<file path="config.mk">
export PLATFORM = sky130hd
export DESIGN_NAME = csirx_cfg_regs
export DESIGN_NICKNAME = d
export VERILOG_FILES = /design/src/csirx_pkg.sv /design/src/csirx_cfg_regs.sv
export VERILOG_INCLUDE_DIRS = /design/src
export SDC_FILE = /design/constraint.sdc
export NUM_CORES = 1
export LEC_CHECK = 0
export ABC_AREA = 1
export CELL_PAD_IN_SITES_DETAIL_PLACEMENT = 1
export CELL_PAD_IN_SITES_GLOBAL_PLACEMENT = 1
export CORE_MARGIN = 2
export CORE_UTILIZATION = 50
export DETAILED_ROUTE_END_ITERATION = 7
export DONT_BUFFER_PORTS = 1
export GPL_TIMING_DRIVEN = 0
export PLACE_DENSITY = 0.91
export SLEW_MARGIN = 20
export SYNTH_ARGS = -nofsm -noshare
export SYNTH_HDL_FRONTEND = slang
export SYNTH_SLANG_ARGS = --single-unit
</file>
<file path="constraint.sdc">
create_clock -name ref_clk -period 5.5 [get_ports ref_clk]
set_input_delay 1.1 -clock ref_clk [delete_from_list [all_inputs] [get_ports ref_clk]]
set_output_delay 1.1 -clock ref_clk [all_outputs]
set_load 0.02 [all_outputs]
</file>
<file path="src/csirx_params.svh">
// offsets, field positions, reset values and timing counts of the csi-2 receiver config bank
// assumes: included by the design file by its bare name
`ifndef CSIRX_PARAMS_SVH
`define CSIRX_PARAMS_SVH

// register indices; byte address is four times the index
`define CSIRX_IDX_LP_POL 10'h021
`define CSIRX_IDX_HS_DBG 10'h022
`define CSIRX_IDX_LP_DBG 10'h023
`define CSIRX_IDX_TERM_DBG 10'h024
`define CSIRX_IDX_HDR_CTRL 10'h031
`define CSIRX_IDX_CTL_CFG 10'h032
`define CSIRX_IDX_HDR_SHOW 10'h040
`define CSIRX_IDX_STATUS 10'h041

// field positions
`define CSIRX_LP_CLK_BIT 4
`define CSIRX_HDR_SEL_HI 7
`define CSIRX_HDR_SEL_LO 6
`define CSIRX_HDR_FIXED_BIT 5
`define CSIRX_HDR_PERVC_BIT 4
`define CSIRX_TINIT_HI 2
`define CSIRX_TINIT_LO 0
`define CSIRX_CTL_ALL_BIT 7
`define CSIRX_CTL_DEC_BIT 6
`define CSIRX_CTL_ACK_BIT 5
`define CSIRX_CTL_PAR_BIT 3

// reset values and the debug write mask
`define CSIRX_RST_LP_POL 8'h00
`define CSIRX_RST_DBG 8'h00
`define CSIRX_RST_HDR_CTRL 8'h20
`define CSIRX_RST_CTL_CFG 8'h09
`define CSIRX_DBG_RW_MASK 8'h7F

// timing
`define CSIRX_CLK_MHZ 200
`define CSIRX_TINIT_STEP_US 100
`define CSIRX_TINIT_STEP_CYC (`CSIRX_TINIT_STEP_US * `CSIRX_CLK_MHZ)

// axi answers
`define CSIRX_RESP_OKAY 2'h0
`define CSIRX_RESP_SLVERR 2'h2

`endif

</file>
<file path="src/csirx_pkg.sv">
// types shared by the csi-2 receiver config bank
// assumes: nothing beyond the params header
`default_nettype none
package csirx_pkg;

	// one lp lane pair: bit 1 positive line, bit 0 negative line
	typedef struct packed {
		logic [1:0] clkLane;
		logic [3:0][1:0] dataLane;
	} csirx_lp_t;

	typedef struct packed {
		logic valid;
		logic [1:0] vc;
		logic [31:0] raw;
		logic [31:0] fixed;
	} csirx_hdr_t;

	typedef struct packed {
		logic valid;
		logic isWrite;
		logic addrMatch;
		logic fwdLock;
		logic remoteAck;
	} csirx_i2c_req_t;

	typedef struct packed {
		logic valid;
		logic [7:0] data;
		logic parity;
	} csirx_bc_byte_t;

endpackage

`default_nettype wire

</file>
<file path="src/csirx_cfg_regs.sv">
// csi-2 receiver and control channel configuration bank with axi4-lite access
// assumes: lp lane pins are asynchronous; header, i2c and back channel inputs share ref_clk
//
// Overview of operation
// - one writable bit sets the low-power polarity of the clock lane.
// - a four-bit writable field sets the low-power polarity of each data lane.
// - a two-bit field picks which channel's header is shown, only while per-channel capture is on.
// - per-channel capture keeps one header per virtual channel; plain capture keeps the last one.
// - a select reset to one shows the corrected header, otherwise the header as received.
// - after power-up lp control data are ignored for 100 us times code plus one.
// - the pass-through-all bit forwards every local i2c transaction.
// - the decoded pass-through bit forwards a transaction only on an address match.
// - the auto acknowledge bit acks every i2c write whatever the lock or remote ack.
// - back channel parity is checked while the enable bit, reset to one, is set.
`timescale 1ns/1ps
`default_nettype none
`include "csirx_params.svh"

module csirx_cfg_regs #(
	parameter int STEP_CYCLES = `CSIRX_TINIT_STEP_CYC
)
(
	// clock and reset
	input wire logic ref_clk,
	input wire logic reset,
	// axi4-lite write
	input wire logic awvalid,
	output logic awready,
	input wire logic [11:0] awaddr,
	input wire logic wvalid,
	output logic wready,
	input wire logic [31:0] wdata,
	input wire logic [3:0] wstrb,
	output logic bvalid,
	input wire logic bready,
	output logic [1:0] bresp,
	// axi4-lite read
	input wire logic arvalid,
	output logic arready,
	input wire logic [11:0] araddr,
	output logic rvalid,
	input wire logic rready,
	output logic [31:0] rdata,
	output logic [1:0] rresp,
	// lp lane pins and their corrected view
	input wire csirx_pkg::csirx_lp_t lpPins,
	output csirx_pkg::csirx_lp_t lpLanes,
	output logic lpWindowDone,
	// receiver debug enables
	output logic [6:0] hsRxDebug,
	output logic [6:0] lpRxDebug,
	output logic [7:0] laneTermDebug,
	// packet headers
	input wire csirx_pkg::csirx_hdr_t hdrIn,
	output logic [31:0] shownHeader,
	// i2c forwarding decision
	input wire csirx_pkg::csirx_i2c_req_t i2cReq,
	output logic i2cDone,
	output logic i2cForward,
	output logic i2cAck,
	// back channel parity
	input wire csirx_pkg::csirx_bc_byte_t bcByte,
	output logic bcParityErr
);

	// register storage
	logic [7:0] lpPol_q, hsDbg_q, lpDbg_q, termDbg_q, hdrCtrl_q, ctlCfg_q;

	// axi state
	logic awready_q, wready_q, bvalid_q, awHave_q, wHave_q, wrLow_q, arready_q, rvalid_q;
	logic [1:0] bresp_q, rresp_q;
	logic [9:0] wrIdx_q;
	logic [31:0] wrData_q, rdata_q;

	// lp path
	csirx_pkg::csirx_lp_t lpMeta_q, lpSync_q, lpOut_q, lpFixed;
	logic [17:0] winCnt_q, winLimit;
	logic windowDone_q;

	// headers
	logic [31:0] hdrStore_q [4];
	logic [31:0] lastHdr_q, shown_q, hdrPick, shownNext;

	// control channel
	logic i2cDone_q, i2cFwd_q, i2cAck_q, fwdDecision, ackDecision, parErr_q, parMismatch;
	logic [7:0] parCnt_q;

	// write decode
	logic wrEn, wrByte, wrMapped;
	logic [7:0] wrVal;
	logic wrLpPol, wrHsDbg, wrLpDbg, wrTermDbg, wrHdrCtrl, wrCtl;

	// read decode
	logic [9:0] rdIdx;
	logic rdMapped;
	logic [31:0] rdMux;

	assign wrEn = awHave_q && wHave_q && !bvalid_q;
	assign wrByte = wrEn && wrLow_q;
	assign wrVal = wrData_q[7:0];
	assign wrLpPol = wrByte && (wrIdx_q == `CSIRX_IDX_LP_POL);
	assign wrHsDbg = wrByte && (wrIdx_q == `CSIRX_IDX_HS_DBG);
	assign wrLpDbg = wrByte && (wrIdx_q == `CSIRX_IDX_LP_DBG);
	assign wrTermDbg = wrByte && (wrIdx_q == `CSIRX_IDX_TERM_DBG);
	assign wrHdrCtrl = wrByte && (wrIdx_q == `CSIRX_IDX_HDR_CTRL);
	assign wrCtl = wrByte && (wrIdx_q == `CSIRX_IDX_CTL_CFG);
	// status words are mapped but ignore writes
	assign wrMapped = (wrIdx_q == `CSIRX_IDX_LP_POL) || (wrIdx_q == `CSIRX_IDX_HS_DBG)
		|| (wrIdx_q == `CSIRX_IDX_LP_DBG) || (wrIdx_q == `CSIRX_IDX_TERM_DBG)
		|| (wrIdx_q == `CSIRX_IDX_HDR_CTRL) || (wrIdx_q == `CSIRX_IDX_CTL_CFG)
		|| (wrIdx_q == `CSIRX_IDX_HDR_SHOW) || (wrIdx_q == `CSIRX_IDX_STATUS);

	assign rdIdx = araddr[11:2];
	assign rdMapped = (rdIdx == `CSIRX_IDX_LP_POL) || (rdIdx == `CSIRX_IDX_HS_DBG)
		|| (rdIdx == `CSIRX_IDX_LP_DBG) || (rdIdx == `CSIRX_IDX_TERM_DBG)
		|| (rdIdx == `CSIRX_IDX_HDR_CTRL) || (rdIdx == `CSIRX_IDX_CTL_CFG)
		|| (rdIdx == `CSIRX_IDX_HDR_SHOW) || (rdIdx == `CSIRX_IDX_STATUS);
	assign rdMux =
		(rdIdx == `CSIRX_IDX_LP_POL) ? {24'h000000, lpPol_q} :
		(rdIdx == `CSIRX_IDX_HS_DBG) ? {24'h000000, hsDbg_q} :
		(rdIdx == `CSIRX_IDX_LP_DBG) ? {24'h000000, lpDbg_q} :
		(rdIdx == `CSIRX_IDX_TERM_DBG) ? {24'h000000, termDbg_q} :
		(rdIdx == `CSIRX_IDX_HDR_CTRL) ? {24'h000000, hdrCtrl_q} :
		(rdIdx == `CSIRX_IDX_CTL_CFG) ? {24'h000000, ctlCfg_q} :
		(rdIdx == `CSIRX_IDX_HDR_SHOW) ? shown_q :
		(rdIdx == `CSIRX_IDX_STATUS) ? {16'h0000, parCnt_q, 7'h00, windowDone_q} :
		32'h00000000;

	// write address and data are taken in either order, answered once both are held
	always_ff @(posedge ref_clk)
	begin
		if (reset)
		begin
			awready_q <= 1'b1;
			wready_q <= 1'b1;
			awHave_q <= 1'b0;
			wHave_q <= 1'b0;
			bvalid_q <= 1'b0;
			bresp_q <= `CSIRX_RESP_OKAY;
			wrIdx_q <= 10'h000;
			wrData_q <= 32'h00000000;
			wrLow_q <= 1'b0;
		end
		else
		begin
			if (awvalid && awready_q)
			begin
				awHave_q <= 1'b1;
				awready_q <= 1'b0;
				wrIdx_q <= awaddr[11:2];
			end
			if (wvalid && wready_q)
			begin
				wHave_q <= 1'b1;
				wready_q <= 1'b0;
				wrData_q <= wdata;
				wrLow_q <= wstrb[0];
			end
			if (wrEn)
			begin
				awHave_q <= 1'b0;
				wHave_q <= 1'b0;
				bvalid_q <= 1'b1;
				bresp_q <= wrMapped ? `CSIRX_RESP_OKAY : `CSIRX_RESP_SLVERR;
			end
			if (bvalid_q && bready)
			begin
				bvalid_q <= 1'b0;
				awready_q <= 1'b1;
				wready_q <= 1'b1;
			end
		end
	end

	always_ff @(posedge ref_clk)
	begin
		if (reset)
		begin
			arready_q <= 1'b1;
			rvalid_q <= 1'b0;
			rdata_q <= 32'h00000000;
			rresp_q <= `CSIRX_RESP_OKAY;
		end
		else if (arvalid && arready_q)
		begin
			arready_q <= 1'b0;
			rvalid_q <= 1'b1;
			rdata_q <= rdMux;
			rresp_q <= rdMapped ? `CSIRX_RESP_OKAY : `CSIRX_RESP_SLVERR;
		end
		else if (rvalid_q && rready)
		begin
			rvalid_q <= 1'b0;
			arready_q <= 1'b1;
		end
	end

	// configuration registers; only byte lane 0 carries them
	always_ff @(posedge ref_clk)
	begin
		if (reset)
		begin
			lpPol_q <= `CSIRX_RST_LP_POL;
			hsDbg_q <= `CSIRX_RST_DBG;
			lpDbg_q <= `CSIRX_RST_DBG;
			termDbg_q <= `CSIRX_RST_DBG;
			hdrCtrl_q <= `CSIRX_RST_HDR_CTRL;
			ctlCfg_q <= `CSIRX_RST_CTL_CFG;
		end
		else
		begin
			if (wrLpPol)
				lpPol_q <= wrVal;
			// bit 7 of the hs and lp debug enables is read-only zero
			if (wrHsDbg)
				hsDbg_q <= wrVal & `CSIRX_DBG_RW_MASK;
			if (wrLpDbg)
				lpDbg_q <= wrVal & `CSIRX_DBG_RW_MASK;
			if (wrTermDbg)
				termDbg_q <= wrVal;
			if (wrHdrCtrl)
				hdrCtrl_q <= wrVal;
			if (wrCtl)
				ctlCfg_q <= wrVal;
		end
	end

	// lp pins cross in two stages before anything looks at them
	always_ff @(posedge ref_clk)
	begin
		lpMeta_q <= lpPins;
		lpSync_q <= lpMeta_q;
	end

	// swap p and n of a lane whose invert bit is set
	always_comb
	begin
		lpFixed = lpSync_q;
		if (lpPol_q[`CSIRX_LP_CLK_BIT])
			lpFixed.clkLane = {lpSync_q.clkLane[0], lpSync_q.clkLane[1]};
		for (int i = 0; i < 4; i++)
		begin
			if (lpPol_q[i])
				lpFixed.dataLane[i] = {lpSync_q.dataLane[i][0], lpSync_q.dataLane[i][1]};
		end
	end

	// window length follows the field live, so a late write still shortens or stretches it
	assign winLimit = 18'(({15'h0000, hdrCtrl_q[`CSIRX_TINIT_HI:`CSIRX_TINIT_LO]} + 18'h00001)
		* 18'(STEP_CYCLES));

	always_ff @(posedge ref_clk)
	begin
		if (reset)
		begin
			winCnt_q <= 18'h00000;
			windowDone_q <= 1'b0;
			lpOut_q <= '1;
		end
		else
		begin
			if (!windowDone_q)
				winCnt_q <= winCnt_q + 18'h00001;
			if (!windowDone_q && (winCnt_q + 18'h00001 >= winLimit))
				windowDone_q <= 1'b1;
			// lanes read as stop state until the window ends
			lpOut_q <= windowDone_q ? lpFixed : '1;
		end
	end

	// header capture: corrected or raw picked at capture time
	assign hdrPick = hdrCtrl_q[`CSIRX_HDR_FIXED_BIT] ? hdrIn.fixed : hdrIn.raw;
	assign shownNext = hdrCtrl_q[`CSIRX_HDR_PERVC_BIT]
		? hdrStore_q[hdrCtrl_q[`CSIRX_HDR_SEL_HI:`CSIRX_HDR_SEL_LO]] : lastHdr_q;

	always_ff @(posedge ref_clk)
	begin
		if (reset)
		begin
			for (int i = 0; i < 4; i++)
				hdrStore_q[i] <= 32'h00000000;
			lastHdr_q <= 32'h00000000;
			shown_q <= 32'h00000000;
		end
		else
		begin
			if (hdrIn.valid && hdrCtrl_q[`CSIRX_HDR_PERVC_BIT])
				hdrStore_q[hdrIn.vc] <= hdrPick;
			if (hdrIn.valid)
				lastHdr_q <= hdrPick;
			shown_q <= shownNext;
		end
	end

	// i2c forwarding and acknowledge
	assign fwdDecision = ctlCfg_q[`CSIRX_CTL_ALL_BIT]
		|| (ctlCfg_q[`CSIRX_CTL_DEC_BIT] && i2cReq.addrMatch);
	assign ackDecision = (ctlCfg_q[`CSIRX_CTL_ACK_BIT] && i2cReq.isWrite)
		|| (fwdDecision && i2cReq.fwdLock && i2cReq.remoteAck);

	always_ff @(posedge ref_clk)
	begin
		if (reset)
		begin
			i2cDone_q <= 1'b0;
			i2cFwd_q <= 1'b0;
			i2cAck_q <= 1'b0;
		end
		else
		begin
			i2cDone_q <= i2cReq.valid;
			if (i2cReq.valid)
			begin
				i2cFwd_q <= fwdDecision;
				i2cAck_q <= ackDecision;
			end
		end
	end

	// even parity over the byte and its parity bit
	assign parMismatch = bcByte.valid && ctlCfg_q[`CSIRX_CTL_PAR_BIT]
		&& ((^bcByte.data) != bcByte.parity);

	always_ff @(posedge ref_clk)
	begin
		if (reset)
		begin
			parErr_q <= 1'b0;
			parCnt_q <= 8'h00;
		end
		else
		begin
			parErr_q <= parMismatch;
			// saturates rather than wraps so a burst is never hidden
			if (parMismatch && (parCnt_q != 8'hFF))
				parCnt_q <= parCnt_q + 8'h01;
		end
	end

	assign awready = awready_q;
	assign wready = wready_q;
	assign bvalid = bvalid_q;
	assign bresp = bresp_q;
	assign arready = arready_q;
	assign rvalid = rvalid_q;
	assign rdata = rdata_q;
	assign rresp = rresp_q;
	assign lpLanes = lpOut_q;
	assign lpWindowDone = windowDone_q;
	assign hsRxDebug = hsDbg_q[6:0];
	assign lpRxDebug = lpDbg_q[6:0];
	assign laneTermDebug = termDbg_q;
	assign shownHeader = shown_q;
	assign i2cDone = i2cDone_q;
	assign i2cForward = i2cFwd_q;
	assign i2cAck = i2cAck_q;
	assign bcParityErr = parErr_q;

endmodule // csirx_cfg_regs

`default_nettype wire

</file>
==> PnR_summary.wiki <==
{| class="wikitable"
! Metric !! Value
|-
| Total chip power || 5.911 mW
|-
| Highest-count cells in the layout ignoring fill and taps || sky130_fd_sc_hd__nor2_1, sky130_fd_sc_hd__dfxtp_1, sky130_fd_sc_hd__nand2_1
|-
| Cells resized by post-CTS repair || 0
|-
| Vias in the first global route || between 10000 and 15000
|-
| Wirelength, routed || ~53 mm
|-
| RD Place Congestion || between 0.9 and 1
|-
| Fraction of the core area covered by cells at the end of the flow || a little under three fifths
|-
| Synth-to-Final Area Change || 12.11%
|-
| Routed len/inst || about 24 um
|-
| Slew Limit Fails || 0
|-
| IO Port Bufs || 0
|-
| Maximum level of the CTS H-tree || 2
|-
| Iteration-0 DRC Markers || 1178
|-
| Global-route wire length before repair || around 80 mm
|-
| Post-route design area || between 0.015 and 0.02 mm2
|-
| Number of register bits inferred by synthesis || 361
|-
| Startpoint types || flop
|-
| Area of placed instances || approximately 0.016 mm2
|-
| TritonCTS clock tree || yes
|-
| Clock network latency to the later pin of the worst-skew pair || 0.54 ns
|-
| Final cycle utilization of the critical path || 83.57%
|-
| IR drop worst, VDD || about 0.00027 V
|-
| Number of detailed-routing iterations run before antenna repair || 5
|-
| Maximum operating frequency || ~0.22 GHz
|-
| Num ports || approximately 270
|-
| Number of setup violations in the final report || 0
|-
| Worst clock skew || ~0.023 ns
|-
| Minimum period implied by the final worst setup slack || around 4.6 ns
|-
| Sum Neg Setup Slack || 0 ns
|-
| Number of CTS-inserted buffers || 39
|-
| Endpoint arrival time on the critical path || 5.06 ns
|-
| Overall overflow remaining after global route || 0
|-
| Unrepaired setup endpoints after global routing || no
|-
| Setup repair bufs after CTS || 0
|-
| Warnings, synthesis || 0
|-
| Final Net Count || between 1500 and 2000
|-
| Fin. Hold Viols || 0
|-
| Power density cells || ~340 mW/mm2
|-
| Standard-cell rows || 64
|-
| Placed wire-length estimate after detailed placement || 36.74 mm
|-
| Async S/R FF share, synth || 0%
|-
| Root Buffer || sky130_fd_sc_hd__clkbuf_16
|-
| Setup slack, reg-to-reg || about 0.90 ns
|-
| Hold_buf cts || 0
|-
| Proportion of layout cells with a drive suffix above 1 || under 10%
|-
| Type of the worst min-delay path || flop to flop
|-
| Ratio of routed vias to standard cells || 6.054
|-
| Clock-pin slew of the registers on the worst-case setup and hold paths || 0.07 ns
|-
| Worst Hold Slack || 0.3260 ns
|-
| Synthesized cell area || approximately 0.016 mm2
|-
| TritonCTS Sinks || between 300 and 400
|-
| Headroom to the max-slew limit || around two fifths
|-
| Area of the core region || between 0.03 and 0.04 mm2
|-
| Max clock buf depth || 3
|-
| Number of nets with antenna violations after detailed routing || 0
|-
| Number of maximum-capacitance constraint violations || 0
|-
| Largest driver fanout on the critical path || 6
|-
| Critical Setup Path Class || flop to flop
|-
| Data required time of the critical path || 5.96 ns
|-
| Status || finished, final reports clean
|-
| Element type at the critical path end || flop
|-
| Most instantiated flip-flop cell in the synthesis netlist || sky130_fd_sc_hd__dfxtp_1
|-
| Most frequent standard cell in the layout excluding fill and tap cells || sky130_fd_sc_hd__nor2_1
|-
| Overall track demand over capacity in global routing || between 30% and 40%
|-
| DIE AREA || about 0.033 mm2
|-
| Largest net degree at the start of global routing || 33
|-
| Post-detailed-route DRC marker count || 0
|-
| Via total after detailed routing || ~13000
|-
| Static leakage || 7.322 nW
|-
| Post-synthesis area per instance || just under 9 um2
|-
| Number of enable-type register cells in the synthesized netlist || between 100 and 150
|-
| Initial antenna violation count || 2
|-
| Slew at the pin closest to its max-slew limit || 0.9262 ns
|-
| Count of unique library cells instantiated by Yosys || 50
|-
| Number of standard cells after synthesis || 1754
|-
| Effective utilization at floorplan || 50.89%
|-
| Seq/Total Area, Yosys || 54.51%
|-
| Die H || 180.7 um
|-
| Die Span X || roughly 180 um
|}
[path summary, 6_finish.rpt]
check / depth (start not counted) / endpoint / start
worst min-delay path: 0 / lpSync_q[9] / lpMeta_q[9]
worst max-delay path: 25 / lpWindowDone / hdrCtrl_q[0]
worst max register to register: 25 / lpWindowDone / hdrCtrl_q[0]
worst min register to register: 0 / lpSync_q[9] / lpMeta_q[9]
[Yosys cell counts (all sizes together), types with 11 or more instances]
master	count	area, um2
a21oi	117	585.6
a31oi	11	68.82
buf	24	126.4
clkbuf	63	236.5
dfxtp	233	4664
edfxtp	128	3844
ha	29	362.9
inv	210	788.3
mux2i	48	480.5
nand2	225	854.6
nand3	74	402.9
nand4	14	125.1
nor2	272	1116
nor3	12	70.07
o211ai	27	202.7
o21ai	154	770.7
o221ai	24	210.2
o22ai	25	156.4
xnor2	14	130.1
xor2	19	166.4
[registers in the layout, indices dropped and copies added (netlist names), 8 cells and up, named ones only]
register / count
lpLanes: 10
wrIdx_q: 10
rdata: 32
lpMeta_q: 10
parCnt_q: 8
ctlCfg_q: 8
hdrStore_q: 128
lpSync_q: 10
laneTermDebug: 8
lastHdr_q: 32
shownHeader: 32
hdrCtrl_q: 8
winCnt_q: 18
lpPol_q: 8
wrData_q: 8
[through the flow]
step | cells | worst slack [ns]
2_1_floorplan | 1755 | 1.433
5_1_grt | 2224 | 0.6235
3_3_place_gp | 2151 | -0.04821
4_1_cts | 2224 | 0.9811
6_report | 2226 | 0.9034
3_5_place_dp | 2156 | 1.077
[routing by layer]
metal	vias up	wire (um)	track usage [%]
met3	179	4122	6.710
met4	0	3228	18.55
met2	672	26230	54.74
met1	6638	19210	35.65
met5	-	0	0
li1	5988	-	-
[cells by family (layout without fill, tap and decap cells)]
family,Yosys count,after routing,synth area share [%]
AO/OA/AOI/OAI,377,377,13.77
XOR/XNOR,33,33,1.900
adder cells (fa/ha/maj),30,30,2.453
buffers and inverters,298,371,7.399
flip-flops,361,361,54.51
multiplexers,48,48,3.078
other,1,4,0.02403
AND/OR/NAND/NOR,606,606,16.86
[critical path, stage by stage, from the launching register on]
cell and delay (ns):
sky130_fd_sc_hd__dfxtp_1 0.43, sky130_fd_sc_hd__inv_1 0.18, sky130_fd_sc_hd__nor2_1 0.28, sky130_fd_sc_hd__ha_1 0.29, sky130_fd_sc_hd__inv_1 0.09, sky130_fd_sc_hd__ha_1 0.25
sky130_fd_sc_hd__ha_1 0.35, sky130_fd_sc_hd__ha_1 0.31, sky130_fd_sc_hd__nand3_1 0.08, sky130_fd_sc_hd__and2_1 0.17, sky130_fd_sc_hd__inv_1 0.05, sky130_fd_sc_hd__a21oi_1 0.17
sky130_fd_sc_hd__nor2_1 0.08, sky130_fd_sc_hd__nor2_1 0.14, sky130_fd_sc_hd__xor2_1 0.11, sky130_fd_sc_hd__ha_1 0.28, sky130_fd_sc_hd__nand2_1 0.07, sky130_fd_sc_hd__inv_1 0.06
sky130_fd_sc_hd__nand3_1 0.08, sky130_fd_sc_hd__nor3_1 0.38, sky130_fd_sc_hd__nand2_1 0.13, sky130_fd_sc_hd__nor2_1 0.18, sky130_fd_sc_hd__nand3_1 0.09, sky130_fd_sc_hd__nand2_1 0.08
sky130_fd_sc_hd__nand2_1 0.05, sky130_fd_sc_hd__a21oi_1 0.11
[where the power goes]
| group | internal (mW) | switching, mW | leakage [nW] | total, mW |
|---|---|---|---|---|
| logic | 0.0847 | 0.222 | 3.46 | 0.306 |
| registers | 2.85 | 0.0926 | 3.23 | 2.95 |
| clock network | 1.54 | 1.12 | 0.634 | 2.66 |
[final cells by class]
type	count	area (um2)
plain buffers	87	362.8
flip-flops and latches	361	8508
fillers	3542	13170
multi-input cells	1096	5969
diodes	2	5.005
inverters	211	792.0
well taps	396	495.5
repair buffers	5	88.84
clock inverters	14	140.1
clock buffers	54	1135
No activity file was read; power rests on OpenSTA's default activity.
